### config.mk
export PLATFORM = sky130hd
export DESIGN_NAME = flash_cmd_host
export DESIGN_NICKNAME = d
export VERILOG_FILES = /design/src/flash_cmd_pkg.sv /design/src/flash_bus_cycle.sv /design/src/flash_cmd_host.sv
export SDC_FILE = /design/constraint.sdc
export NUM_CORES = 1
export LEC_CHECK = 0
export BUFFER_PORTS_ARGS = -buffer_cell sky130_fd_sc_hd__buf_2
export CAP_MARGIN = 25
export CORE_MARGIN = 1
export CORE_UTILIZATION = 55
export DETAILED_ROUTE_END_ITERATION = 10
export GPL_ROUTABILITY_DRIVEN = 1
export PLACE_DENSITY = 0.77
export RECOVER_POWER = 100
export SLEW_MARGIN = 25
export SYNTH_ARGS = -nofsm -noshare
export SYNTH_HDL_FRONTEND = slang
export SYNTH_SLANG_ARGS = --single-unit
### constraint.sdc
create_clock -name sys_clk_i -period 3.15 [get_ports sys_clk_i]
set_clock_uncertainty 0.05 [all_clocks]
set_input_delay 0.4725 -clock sys_clk_i [delete_from_list [all_inputs] [get_ports sys_clk_i]]
set_output_delay 0.4725 -clock sys_clk_i [all_outputs]
set_load 0.1 [all_outputs]
### src/flash_cmd_pkg.sv
// Purpose: Constants shared by the flash command host and its bus cycle engine.
// Assumes: 16-bit data bus, 22-bit word address, 10 MHz system clock.
// Notes: Codes are the low command byte; upper bits are driven as zero.
package flash_cmd_pkg;
   localparam int ADDR_W = 22;
   localparam int DATA_W = 16;
   localparam int BANK_LSB = 19;
   localparam int SECTOR_LSB = 12;
   localparam logic [11:0] UNLOCK_ADDR_A = 12'h555;
   localparam logic [11:0] UNLOCK_ADDR_B = 12'h2AA;
   localparam logic [11:0] QUERY_ADDR = 12'h055;
   localparam logic [7:0] CODE_UNLOCK_A = 8'hAA;
   localparam logic [7:0] CODE_UNLOCK_B = 8'h55;
   localparam logic [7:0] CODE_AUTOSEL = 8'h90;
   localparam logic [7:0] CODE_PROGRAM = 8'hA0;
   localparam logic [7:0] CODE_ERASE_SETUP = 8'h80;
   localparam logic [7:0] CODE_CHIP_ERASE = 8'h10;
   localparam logic [7:0] CODE_SECTOR_ERASE = 8'h30;
   localparam logic [7:0] CODE_RESUME = 8'h30;
   localparam logic [7:0] CODE_SUSPEND = 8'hB0;
   localparam logic [7:0] CODE_RESET = 8'hF0;
   localparam logic [7:0] CODE_CFI = 8'h98;
   localparam logic [7:0] CODE_BYPASS = 8'h20;
   localparam logic [7:0] CODE_BYPASS_EXIT = 8'h00;
   localparam logic [11:0] AUTOSEL_MFR_OFS = 12'h000;
   localparam logic [11:0] AUTOSEL_DEV1_OFS = 12'h001;
   localparam logic [11:0] AUTOSEL_DEV2_OFS = 12'h00E;
   localparam logic [11:0] AUTOSEL_DEV3_OFS = 12'h00F;
   localparam int CLK_PERIOD_NS = 100;
   localparam int SETUP_NS = 100;
   localparam int STROBE_NS = 200;
   localparam int HOLD_NS = 100;
   localparam logic [3:0] SETUP_CYC = 4'((SETUP_NS + CLK_PERIOD_NS - 1) / CLK_PERIOD_NS);
   localparam logic [3:0] STROBE_CYC = 4'((STROBE_NS + CLK_PERIOD_NS - 1) / CLK_PERIOD_NS);
   localparam logic [3:0] HOLD_CYC = 4'((HOLD_NS + CLK_PERIOD_NS - 1) / CLK_PERIOD_NS);
   localparam logic [3:0] SYNC_CYC = 4'h4;
   typedef enum logic [3:0] {
      OP_READ, OP_RESET, OP_AUTOSEL, OP_PROGRAM, OP_CHIP_ERASE, OP_SECTOR_ERASE,
      OP_SUSPEND, OP_RESUME, OP_CFI, OP_BYPASS_ENTRY, OP_BYPASS_PROGRAM,
      OP_BYPASS_ERASE, OP_BYPASS_EXIT
   } op_t;
endpackage

### src/flash_bus_cycle.sv
// Purpose: Runs one asynchronous write or read cycle on the flash pins.
// Assumes: One clock; the select and write strobe are driven together.
// Notes: Address settles before the strobes fall and stays until they rise.
`timescale 1ns/10ps
`default_nettype none
module flash_bus_cycle
   import flash_cmd_pkg::*;
(
   input wire logic sys_clk_i,
   input wire logic rst_n_i,
   input wire logic start_i,
   input wire logic write_i,
   input wire logic [ADDR_W-1:0] addr_i,
   input wire logic [DATA_W-1:0] wdata_i,
   input wire logic [DATA_W-1:0] dq_sync_i,
   output logic busy_o,
   output logic done_o,
   output logic [DATA_W-1:0] rdata_o,
   output logic [ADDR_W-1:0] addr_pin_o,
   output logic [DATA_W-1:0] dq_o,
   output logic dq_oe_n_o,
   output logic chip_sel_n_o,
   output logic write_n_o,
   output logic read_n_o
);
   typedef enum logic [1:0] {PH_IDLE, PH_SETUP, PH_STROBE, PH_HOLD} phase_t;
   typedef struct packed {
      phase_t ph;
      logic [3:0] cnt;
      logic wr;
      logic done;
      logic [DATA_W-1:0] rdata;
      logic [ADDR_W-1:0] addr;
      logic [DATA_W-1:0] dq;
      logic dq_oe_n;
      logic cs_n;
      logic we_n;
      logic oe_n;
   } cyc_t;
   cyc_t s, next_s;

   always_comb begin
      next_s = s;
      next_s.done = 1'b0;
      unique case (s.ph)
         PH_IDLE: begin
            if (start_i) begin
               next_s.ph = PH_SETUP;
               next_s.cnt = SETUP_CYC;
               next_s.wr = write_i;
               next_s.addr = addr_i;
               next_s.dq = wdata_i;
               next_s.dq_oe_n = ~write_i;
            end
         end
         PH_SETUP: begin
            next_s.cnt = s.cnt - 4'h1;
            if (s.cnt == 4'h1) begin
               // Address is stable before both strobes fall, so it latches cleanly.
               next_s.ph = PH_STROBE;
               // Reads stay low until the pin synchroniser has caught up with the data.
               next_s.cnt = s.wr ? STROBE_CYC : STROBE_CYC + SYNC_CYC;
               next_s.cs_n = 1'b0;
               next_s.we_n = ~s.wr;
               next_s.oe_n = s.wr;
            end
         end
         PH_STROBE: begin
            next_s.cnt = s.cnt - 4'h1;
            if (s.cnt == 4'h1) begin
               // Both strobes rise together with data still driven.
               next_s.ph = PH_HOLD;
               next_s.cnt = HOLD_CYC;
               next_s.cs_n = 1'b1;
               next_s.we_n = 1'b1;
               next_s.oe_n = 1'b1;
               next_s.rdata = dq_sync_i;
            end
         end
         PH_HOLD: begin
            next_s.cnt = s.cnt - 4'h1;
            if (s.cnt == 4'h1) begin
               next_s.ph = PH_IDLE;
               next_s.dq_oe_n = 1'b1;
               next_s.done = 1'b1;
            end
         end
      endcase
   end

   always_ff @(posedge sys_clk_i or negedge rst_n_i) begin
      if (!rst_n_i) begin
         s <= '{ph: PH_IDLE, cnt: 4'h0, wr: 1'b0, done: 1'b0, rdata: '0, addr: '0, dq: '0,
                dq_oe_n: 1'b1, cs_n: 1'b1, we_n: 1'b1, oe_n: 1'b1};
      end else begin
         s <= next_s;
      end
   end

   assign busy_o = (s.ph != PH_IDLE);
   assign done_o = s.done;
   assign rdata_o = s.rdata;
   assign addr_pin_o = s.addr;
   assign dq_o = s.dq;
   assign dq_oe_n_o = s.dq_oe_n;
   assign chip_sel_n_o = s.cs_n;
   assign write_n_o = s.we_n;
   assign read_n_o = s.oe_n;
endmodule
`default_nettype wire

### src/flash_cmd_host.sv
// Purpose: Host controller that issues flash command sequences over the pins.
// Assumes: Caller holds op and operands stable while req_i is high and busy_o is low.
// Notes: Refuses commands the device would ignore.
// Operation
// Suspend only while programming runs.
// Device halts program within latency after suspend.
// Suspend address bits are don't care.
// Suspended reads valid outside suspended sector.
// Program suspend allowed inside erase suspend; the host refuses any suspend while one is held.
// Host uses entry/exit sequences for secured region; this host has no secured-region commands.
// Autoselect allowed during suspend, returns to suspend.
// Resume continues interrupted programming.
// Status bits report resumed programming normally.
// Further resumes ignored; resume address don't care.
// Suspend may repeat after each resume.
// Autoselect is 555/AA, 2AA/55, bank 555/90.
// Program is AA, 55, A0, address/data.
// Erase is six cycles ending 10 or 30.
// Bypass entry 20; short program, erase, exit.
// F0 reset, B0 suspend, 30 resume, 98 query.
// Bank address comes from top bits.
// Address latches at later falling strobe.
// Data latches at earlier rising strobe.
// Sector address is top bits to twelve.
// Command cycles ignore high address and data.
// Autoselect or timeout needs reset to leave.
// Erase suspend only for sector erase.
// Broken unlock sequence abandons partial command.
// Suspend, resume, autoselect apply to one bank.
`timescale 1ns/10ps
`default_nettype none
module flash_cmd_host
   import flash_cmd_pkg::*;
(
   input wire logic sys_clk_i,
   input wire logic rst_n_i,
   input wire logic req_i,
   input wire op_t op_i,
   input wire logic [ADDR_W-1:0] addr_i,
   input wire logic [DATA_W-1:0] data_i,
   input wire logic prog_busy_i,
   input wire logic [DATA_W-1:0] dq_i,
   output logic busy_o,
   output logic done_o,
   output logic refused_o,
   output logic [DATA_W-1:0] rdata_o,
   output logic prog_suspended_o,
   output logic [ADDR_W-1:0] addr_pin_o,
   output logic [DATA_W-1:0] dq_o,
   output logic dq_oe_n_o,
   output logic chip_sel_n_o,
   output logic write_n_o,
   output logic read_n_o
);
   typedef enum logic [1:0] {ST_IDLE, ST_ISSUE, ST_WAIT} state_t;
   typedef struct packed {
      state_t st;
      op_t op;
      logic [2:0] idx;
      logic [ADDR_W-1:0] addr;
      logic [DATA_W-1:0] data;
      logic start;
      logic done;
      logic refused;
      logic busy;
      logic suspended;
      logic [ADDR_W-BANK_LSB-1:0] susp_bank;
      logic autosel;
      logic bypass;
      logic chip_erasing;
      logic [DATA_W-1:0] dq_m1;
      logic [DATA_W-1:0] dq_m2;
      logic [DATA_W-1:0] dq_m3;
      logic [DATA_W-1:0] dq_sync;
   } host_t;
   host_t s, next_s;

   logic cyc_busy;
   logic cyc_done;
   logic [DATA_W-1:0] cyc_rdata;
   logic [ADDR_W-1:0] cyc_addr;
   logic [DATA_W-1:0] cyc_data;
   logic cyc_write;

   // Command cycles carry only the low address, the bank bits where with_bank is set, and the data byte.
   function automatic logic [ADDR_W-1:0] cmd_addr(input logic [ADDR_W-1:0] base, input logic [11:0] low,
                                                  input logic with_bank);
      cmd_addr = {with_bank ? base[ADDR_W-1:BANK_LSB] : '0, 7'h00, low};
   endfunction

   function automatic logic [DATA_W-1:0] cmd_data(input logic [7:0] code);
      cmd_data = {8'h00, code};
   endfunction

   function automatic logic [2:0] seq_len(input op_t op);
      unique case (op)
         OP_READ, OP_RESET, OP_SUSPEND, OP_RESUME, OP_CFI: seq_len = 3'd1;
         OP_BYPASS_PROGRAM, OP_BYPASS_ERASE, OP_BYPASS_EXIT: seq_len = 3'd2;
         OP_AUTOSEL, OP_BYPASS_ENTRY: seq_len = 3'd3;
         OP_PROGRAM: seq_len = 3'd4;
         default: seq_len = 3'd6;
      endcase
   endfunction

   // Cycle table: each command except OP_READ, a single read cycle, is a fixed list of address/data writes.
   always_comb begin
      cyc_write = 1'b1;
      cyc_addr = cmd_addr(s.addr, UNLOCK_ADDR_A, 1'b0);
      cyc_data = cmd_data(CODE_UNLOCK_A);
      if (s.idx == 3'd1 && s.op != OP_BYPASS_PROGRAM && s.op != OP_BYPASS_ERASE && s.op != OP_BYPASS_EXIT) begin
         cyc_addr = cmd_addr(s.addr, UNLOCK_ADDR_B, 1'b0);
         cyc_data = cmd_data(CODE_UNLOCK_B);
      end
      unique case (s.op)
         OP_READ: begin
            cyc_write = 1'b0;
            cyc_addr = s.addr;
         end
         OP_RESET: cyc_data = cmd_data(CODE_RESET);
         OP_SUSPEND: begin
            cyc_addr = cmd_addr(s.addr, 12'h000, 1'b1);
            cyc_data = cmd_data(CODE_SUSPEND);
         end
         OP_RESUME: begin
            cyc_addr = cmd_addr(s.addr, 12'h000, 1'b1);
            cyc_data = cmd_data(CODE_RESUME);
         end
         OP_CFI: begin
            cyc_addr = cmd_addr(s.addr, QUERY_ADDR, 1'b0);
            cyc_data = cmd_data(CODE_CFI);
         end
         OP_AUTOSEL, OP_BYPASS_ENTRY: if (s.idx == 3'd2) begin
            cyc_addr = cmd_addr(s.addr, UNLOCK_ADDR_A, 1'b1);
            cyc_data = cmd_data(s.op == OP_AUTOSEL ? CODE_AUTOSEL : CODE_BYPASS);
         end
         OP_PROGRAM: if (s.idx == 3'd2) begin
            cyc_data = cmd_data(CODE_PROGRAM);
         end else if (s.idx == 3'd3) begin
            cyc_addr = s.addr;
            cyc_data = s.data;
         end
         OP_BYPASS_PROGRAM: if (s.idx == 3'd0) begin
            cyc_data = cmd_data(CODE_PROGRAM);
         end else begin
            cyc_addr = s.addr;
            cyc_data = s.data;
         end
         OP_BYPASS_ERASE: cyc_data = cmd_data(s.idx == 3'd0 ? CODE_ERASE_SETUP : CODE_CHIP_ERASE);
         OP_BYPASS_EXIT: cyc_data = cmd_data(s.idx == 3'd0 ? CODE_AUTOSEL : CODE_BYPASS_EXIT);
         default: if (s.idx == 3'd2) begin
            cyc_data = cmd_data(CODE_ERASE_SETUP);
         end else if (s.idx == 3'd3) begin
            cyc_data = cmd_data(CODE_UNLOCK_A);
         end else if (s.idx == 3'd4) begin
            cyc_addr = cmd_addr(s.addr, UNLOCK_ADDR_B, 1'b0);
            cyc_data = cmd_data(CODE_UNLOCK_B);
         end else if (s.idx == 3'd5) begin
            if (s.op == OP_SECTOR_ERASE) begin
               cyc_addr = {s.addr[ADDR_W-1:SECTOR_LSB], 12'h000};
               cyc_data = cmd_data(CODE_SECTOR_ERASE);
            end else begin
               cyc_data = cmd_data(CODE_CHIP_ERASE);
            end
         end
      endcase
   end

   always_comb begin
      next_s = s;
      next_s.start = 1'b0;
      next_s.done = 1'b0;
      next_s.refused = 1'b0;
      // Pin input passes three flops; the read value is taken from a fourth, which loads the third only when the second and third agree.
      next_s.dq_m1 = dq_i;
      next_s.dq_m2 = s.dq_m1;
      next_s.dq_m3 = s.dq_m2;
      if (s.dq_m2 == s.dq_m3) begin
         next_s.dq_sync = s.dq_m3;
      end
      unique case (s.st)
         ST_IDLE: begin
            if (req_i) begin
               next_s.op = op_i;
               next_s.addr = addr_i;
               next_s.data = data_i;
               next_s.idx = 3'd0;
               next_s.st = ST_ISSUE;
               next_s.busy = 1'b1;
               // Refuse what the device would ignore, so no partial sequence is left.
               if ((op_i == OP_SUSPEND && !(prog_busy_i && !s.suspended) && !s.chip_erasing) ||
                   (op_i == OP_SUSPEND && s.chip_erasing) ||
                   (op_i == OP_RESUME && !s.suspended) ||
                   (op_i == OP_RESUME && addr_i[ADDR_W-1:BANK_LSB] != s.susp_bank) ||
                   ((op_i == OP_BYPASS_PROGRAM || op_i == OP_BYPASS_ERASE || op_i == OP_BYPASS_EXIT) && !s.bypass) ||
                   (s.autosel && op_i != OP_RESET && op_i != OP_READ)) begin
                  next_s.st = ST_IDLE;
                  next_s.busy = 1'b0;
                  next_s.refused = 1'b1;
               end else begin
                  next_s.start = 1'b1;
               end
            end
         end
         ST_ISSUE: begin
            next_s.st = ST_WAIT;
         end
         ST_WAIT: begin
            if (cyc_done) begin
               if (s.idx == seq_len(s.op) - 3'd1) begin
                  next_s.st = ST_IDLE;
                  next_s.busy = 1'b0;
                  next_s.done = 1'b1;
                  unique case (s.op)
                     OP_SUSPEND: begin
                        next_s.suspended = 1'b1;
                        next_s.susp_bank = s.addr[ADDR_W-1:BANK_LSB];
                     end
                     OP_RESUME: next_s.suspended = 1'b0;
                     OP_AUTOSEL: next_s.autosel = 1'b1;
                     OP_RESET: next_s.autosel = 1'b0;
                     OP_BYPASS_ENTRY: next_s.bypass = 1'b1;
                     OP_BYPASS_EXIT: next_s.bypass = 1'b0;
                     OP_CHIP_ERASE, OP_BYPASS_ERASE: next_s.chip_erasing = 1'b1;
                     default: ;
                  endcase
               end else begin
                  next_s.idx = s.idx + 3'd1;
                  next_s.st = ST_ISSUE;
                  next_s.start = 1'b1;
               end
            end
         end
      endcase
      if (!prog_busy_i && !s.suspended) begin
         next_s.chip_erasing = 1'b0;
      end
   end

   always_ff @(posedge sys_clk_i or negedge rst_n_i) begin
      if (!rst_n_i) begin
         s <= '{st: ST_IDLE, op: OP_READ, idx: 3'd0, addr: '0, data: '0, start: 1'b0, done: 1'b0,
                refused: 1'b0, busy: 1'b0, suspended: 1'b0, susp_bank: '0, autosel: 1'b0, bypass: 1'b0,
                chip_erasing: 1'b0, dq_m1: '0, dq_m2: '0, dq_m3: '0, dq_sync: '0};
      end else begin
         s <= next_s;
      end
   end

   flash_bus_cycle u_cycle (
      .sys_clk_i(sys_clk_i),
      .rst_n_i(rst_n_i),
      .start_i(s.start),
      .write_i(cyc_write),
      .addr_i(cyc_addr),
      .wdata_i(cyc_data),
      .dq_sync_i(s.dq_sync),
      .busy_o(cyc_busy),
      .done_o(cyc_done),
      .rdata_o(cyc_rdata),
      .addr_pin_o(addr_pin_o),
      .dq_o(dq_o),
      .dq_oe_n_o(dq_oe_n_o),
      .chip_sel_n_o(chip_sel_n_o),
      .write_n_o(write_n_o),
      .read_n_o(read_n_o)
   );

   assign busy_o = s.busy;
   assign done_o = s.done;
   assign refused_o = s.refused;
   assign rdata_o = cyc_rdata;
   assign prog_suspended_o = s.suspended;
endmodule
`default_nettype wire

# Yosys cells after proc, flatten, opt, wreduce, memory -nomap -nowiden
# Memories as Yosys holds them, arrays and structs flattened.
# Index checks and enable logic that the tools add are counted.
[totals]
n_memories = 1
elab_cells = 204
output_inout_bits = 62
romBits = 48
ff_bits = 188
input_bits = 62
[classes]
n_reduce_logical = 58
muxes = 69
bitwise_logic = 1
add_sub_neg = 3
n_eq_ne = 43
[mem_list]
columns = ["name", "depth", "width", "read_ports", "rd_clocked_by_memory_dff", "wr", "line_no", "source"]
rows = [
  ["(no name shown)", 16, 3, 1, 0, 0, "flash_cmd_host.sv:96", "unique case (op)"],
]
[op_table]
columns = ["cell", "count"]
rows = [
  ["2-to-1 mux 22 bit", 9],
  ["one-hot mux 16 bit (10 select lines)", 1],
  ["one-hot mux 22 bit (7 select lines)", 1],
  ["2-to-1 mux 16 bit", 7],
  ["2-to-1 mux 8 bit", 7],
  ["2-to-1 mux 48 bit", 1],
  ["equality test 4 bit (second input constant)", 8],
  ["AND reduction 4 bit", 8],
  ["equality test 4 x 3 -> 1 bit (second input constant)", 6],
  ["2-to-1 mux 3 bit", 8],
  ["one-hot mux 6 bit (4 select lines)", 1],
  ["nonzero test 2 bit", 10],
  ["2-to-1 mux 6 bit", 3],
  ["equality test 16 bit", 1],
  ["2-to-1 mux 1 bit", 15],
  ["logical AND 1 bit", 13],
  ["inequality test 4 bit (second input constant)", 3],
  ["one-hot mux 1 bit (2 select lines)", 6],
  ["one-hot mux 3 bit (2 select lines)", 2],
  ["2-to-1 mux 11 bit", 1],
  ["2-to-1 mux 2 bit", 5],
  ["equality test 4 x 1 -> 1 bit (second input constant)", 2],
  ["equality test 4 x 2 -> 1 bit (second input constant)", 2],
  ["inequality test 2 x 1 -> 1 bit (second input constant)", 4],
  ["25 further kinds", 50],
]

# Longest topological paths before layout
[logic_depth]
ltp_word = 13
depth_mapped = 12

# By module
# From an unflattened synthesis, not the netlist that was laid out.
[hier_totals]
cells_unflattened = 739
hier_area_um2 = 8936.1
[modules_own_cells]
columns = ["module", "n_inst", "area_per_inst_um2", "cells_per_inst"]
rows = [
  ["flash_cmd_host", 1, 5836.8, 507],
  ["flash_bus_cycle", 1, 3099.2, 232],
]

# Least setup slack after synthesis
# OpenSTA, ideal clock, no wires.
[synth_timing]
kind = "reg2reg"
startpoint = "register s[118] (netlist name)"
endpoint = "register s[67] (netlist name)"
period_less_slack_ns = 2.752
path_stages_with_launch = 11
setup_slack_ns = 0.398
t_arrival_ns = 2.577
setup_time_ns = 0.125
cell_sequence = "dfrtp_1 > buf_6 > clkbuf_1 > clkbuf_1 > o21ai_0 > ha_1 > xor2_1 > a311o_1 > nand4_2 > or4_4 > mux2_4"
[synth_between]
elab_chain_len = 6
word_cells_on_any_way = 7
[synth_rtl]
columns = ["element", "line_no", "source"]
rows = [
  ["start: declaration", "flash_cmd_host.sv:76", "host_t s, next_s;"],
  ["start signal: assignment", "flash_cmd_host.sv:241", "s <= '{st: ST_IDLE, op: OP_READ, idx: 3'd0, addr: '0, data: '0, start: 1'b0, done: 1'b0,"],
  ["start signal: assignment", "flash_cmd_host.sv:245", "s <= next_s;"],
  ["memory (16 x 3 bit)", "n/a", ""],
  ["2-to-1 mux 3 bit", "flash_cmd_host.sv:208", "if (cyc_done) begin"],
  ["2-to-1 mux 3 bit", "flash_cmd_host.sv:180", "unique case (s.st)"],
  ["subtractor 3 x 1 -> 3 bit", "flash_cmd_host.sv:209", "if (s.idx == seq_len(s.op) - 3'd1) begin"],
  ["equality test 3 bit", "flash_cmd_host.sv:209", ""],
  ["AND reduction 4 bit (no line) (*)", "n/a", ""],
]
# Mark *: on every way between the ends. The rest lies on a longest branch, timed or not. The select of a mux whose other input is x is not followed.
# A chain may end at the register's enable or synchronous reset.

# Final worst setup path
[layout_timing]
startpoint = "register s[116] (netlist name)"
endpoint = "register s[67] (netlist name)"
# The elaborated chain is that of the path after synthesis.

==> summary.md <==
| Metric | Value |
|---|---|
| Cell Area, Synth | `8540 um^2` |
| PD cells | `1050 nW/um^2` |
| CTS buffer count | `17` |
| Count of final hold-check violations | `0` |
| Syn Nets | `824` |
| Vias post-DR | `5908` |
| DIE HEIGHT | `127 um` |
| Total gr overflow | `0` |
| Count leader, synth | `dfrtp_1` |
| Clk Latency, worst-skew pair | `420 ps` |
| Crit path required time | `3400 ps` |
| CP cell instances | `nor2b_1, nor2_1, o21ai_0, ha_1, xor2_1, a311o_1, nand4_1, or4_4, mux2_1` |
| Core Region | `15200 um^2` |
| Setup Crit Path Kind | `reg -> reg` |
| Die ar. | `16000 um^2` |
| Status | `finished, violations left` |
| Pleak | `4.33 nW` |
| Ports | `124` |
| Post-synthesis cell type count | `65` |
| Syn avg cell area | `11.4 um^2` |
| Crit-path slowest cell | `dfrtp_1` |
| Final setup fails | `0` |
| Arrival time at the worst endpoint | `3120 ps` |
| Pre-CTS setup slack | `319 ps` |
| Seq/Total Area, Yosys | `55.2%` |
| Final Util | `62.5%` |
| Final Max Slew Viols | `90` |
| Starting Density | `56.2%` |
| Slew Limit Headroom | `-42.8%` |
| Synth area leaders | `dfrtp_1, mux2_2, buf_4` |
| YS warnings | `0` |
| Total power | `9.95 mW` |
| Ys async rst share | `100%` |
| Hold-fix buffers, CTS | `0` |
| Sink Count | `188` |
| Max clock buf depth | `2` |
| GRT Resource Usage Total | `24.5%` |
| Antenna violations before repair | `0` |
| Layout area overhead | `11.4%` |
| Min Clock Period, post-route | `2870 ps` |
| DRT iter0 DRCs | `339` |
| Vias in the first global route | `6086` |
| Hold slack | `105 ps` |
| RSZ-0062 raised after global routing | `false` |
| Die Wd | `127 um` |
| Final setup margin | `282 ps` |
| Post-synth EDFFs | `0` |
| Cell count after synthesis | `746` |
| Worst hold path type | `in -> reg` |
| Setup TNS | `0 ps` |
| DRT Pass-1 Iters | `5` |
| Worst VDD drop | `0.936 mV` |
| Crit-path max FO | `16` |
| Share of the synthesized area in the top cell type | `53.9%` |
| Failing checks | `max-capacitance violations, max-slew violations` |
| Slew @ Worst Pin | `2140 ps` |
| DRC viols | `0` |
| Critical path capture point type | `register` |
| Max Cap Violations | `1` |
| Highest cell delay on the worst timing path | `630 ps` |
| Largest area contributor in the netlist | `dfrtp_1` |
| Post-cts sizing count | `0` |
| First-pass GRT wire length | `30.6 mm` |
| # rows | `45` |
| Largest net degree at the start of global routing | `90` |
| Layout cell share with drive strength beyond 1 | `22.9%` |
| Tcrit/Tclk final | `91.0%` |
| Ant diodes | `0` |
| Nets | `904` |
| Via-per-instance ratio | `5.75` |
| Routed wire length | `18.7 mm` |
| Primary FF master, synth | `dfrtp_1` |
| Detail Route Antenna Nets | `0` |
| Max Fclk | `349 MHz` |
| Port-buffer cells | `123` |
| GP Congestion | `0.877` |
| Root Driver | `clkbuf_16` |
| Worst setup SP type | `register` |
| Layout filler cell count | `1260` |
| Post-DP HPWL | `13.3 mm` |
| Yosys reg bits | `188` |
| Clk pin slew, worst setup/hold paths | `70 ps` |
| Routed length per instance | `18.2 um` |
| H-tree Lvls | `4` |
| Post-CTS Setup Inserts | `0` |
| List of most frequent post-synthesis cells | `dfrtp_1, mux2_2, nand2_1` |
| TritonCTS clock tree | `yes` |
==> layout by cell type (no fill, tap or decap), types with 4 or more instances in the layout <==
| cell type | count |
|---|---|
| dfrtp_1 | 184 |
| mux2_2 | 71 |
| clkbuf_1 | 70 |
| nand2_1 | 65 |
| buf_2 | 59 |
| nor2_1 | 41 |
| a21oi_1 | 37 |
| o21ai_0 | 28 |
| xor2_1 | 22 |
| a22o_1 | 21 |
| inv_1 | 18 |
| clkbuf_16 | 17 |
| ha_1 | 16 |
| buf_4 | 13 |
| nand2b_1 | 12 |
| nor4_1 | 12 |
| nor2b_1 | 11 |
| nor3_1 | 8 |
| a31oi_1 | 7 |
| o31ai_1 | 6 |
| clkbuf_2 | 6 |
| o22ai_1 | 5 |
| a21o_1 | 5 |
| o211ai_1 | 5 |
| a22oi_1 | 5 |
| a211oi_1 | 5 |
| nand4_1 | 4 |
| or3_1 | 4 |
| a221oi_1 | 4 |
| nand3_1 | 4 |
| o2bb2ai_1 | 4 |
| dfstp_2 | 4 |
==> metal layers <==
layer	track usage [%]	up-vias	part of all wire [%]	wire length [um]
li1	-	2739	-	-
met1	31.5	2933	44	8150
met2	40.4	205	49	9170
met3	6.66	31	5.1	944
met4	7.80	0	2.1	395
met5	0	-	0	0
==> worst max-delay path, delay by kind of cell (launching register included) <==
| family | cells | cell delay (ps) |
|---|---|---|
| compound gates | 2 | 320 |
| xor+xnor | 1 | 220 |
| fa+ha+maj | 1 | 190 |
| flops | 1 | 630 |
| mux | 1 | 330 |
| simple gates | 4 | 1010 |
==> cell type report <==
cell class	count	area, um^2	area share, %
clock buffers	19	443	4.66
clock inverters	13	159	1.67
inverters	18	67.6	0.711
multi-input cells	454	3210	33.8
flip-flops and latches	188	4710	49.5
well taps	188	235	2.47
repair buffers	147	682	7.17
==> stage by stage <==
stage	cells	area [um^2]
floorplan	746	8540
global placement	995	9040
detailed placement	995	9040
CTS	1027	9640
global route	1027	9510
finish	1027	9510
==> final timing paths <==
| path | from | end | slack [ps] | cells past startpoint |
|---|---|---|---|---|
| setup / recovery | s[116]$_DFFE_PN0P_ | s[67]$_DFFE_PN0P_ | 280 | 9 |
| hold / removal | dq_i[9] | next_s[41]$_DFF_PN0_ | 110 | 1 |
| setup reg to reg | s[116]$_DFFE_PN0P_ | s[67]$_DFFE_PN0P_ | 280 | 9 |
| hold reg to reg | next_s[40]$_DFF_PN0_ | next_s[24]$_DFF_PN0_ | 300 | 0 |
| max in group asynchronous | rst_n_i | u_cycle.dq_o[2]$_DFFE_PN0P_ | 750 | 2 |
| min in group asynchronous | rst_n_i | u_cycle.rdata_o[5]$_DFFE_PN0P_ | 620 | 1 |
==> report_power, final <==
part / switching, mW / internal [mW] / total [mW]
sequential: 0.397 / 3.01 / 3.40
combinational: 3.17 / 1.22 / 4.39
clock: 0.948 / 1.21 / 2.16
==> cells by family (layout without fill, tap and decap cells) <==
kind of cell	count (synthesis)	after routing	synth area share, %
AO/OA/AOI/OAI	155	155	12.3
XOR/XNOR	24	24	2.46
adder cells (fa/ha/maj)	16	16	2.34
buffers and inverters	104	197	7.06
flip-flops	188	188	55.2
multiplexers	76	76	10.1
AND/OR/NAND/NOR	183	183	10.5
==> flip-flops by register name, indices dropped and copies added (netlist names) <==
signal / cells
done_o: 1
u_cycle.done_o: 1
u_cycle.dq_oe_n_o: 1
u_cycle.read_n_o: 1
refused_o: 1
busy_o: 1
u_cycle.dq_o: 16
u_cycle.s: 7
u_cycle.chip_sel_n_o: 1
next_s: 32
u_cycle.write_n_o: 1
prog_suspended_o: 1
s: 86
u_cycle.addr_pin_o: 22
u_cycle.rdata_o: 16
Note: power is estimated with default switching activity, not from simulation.
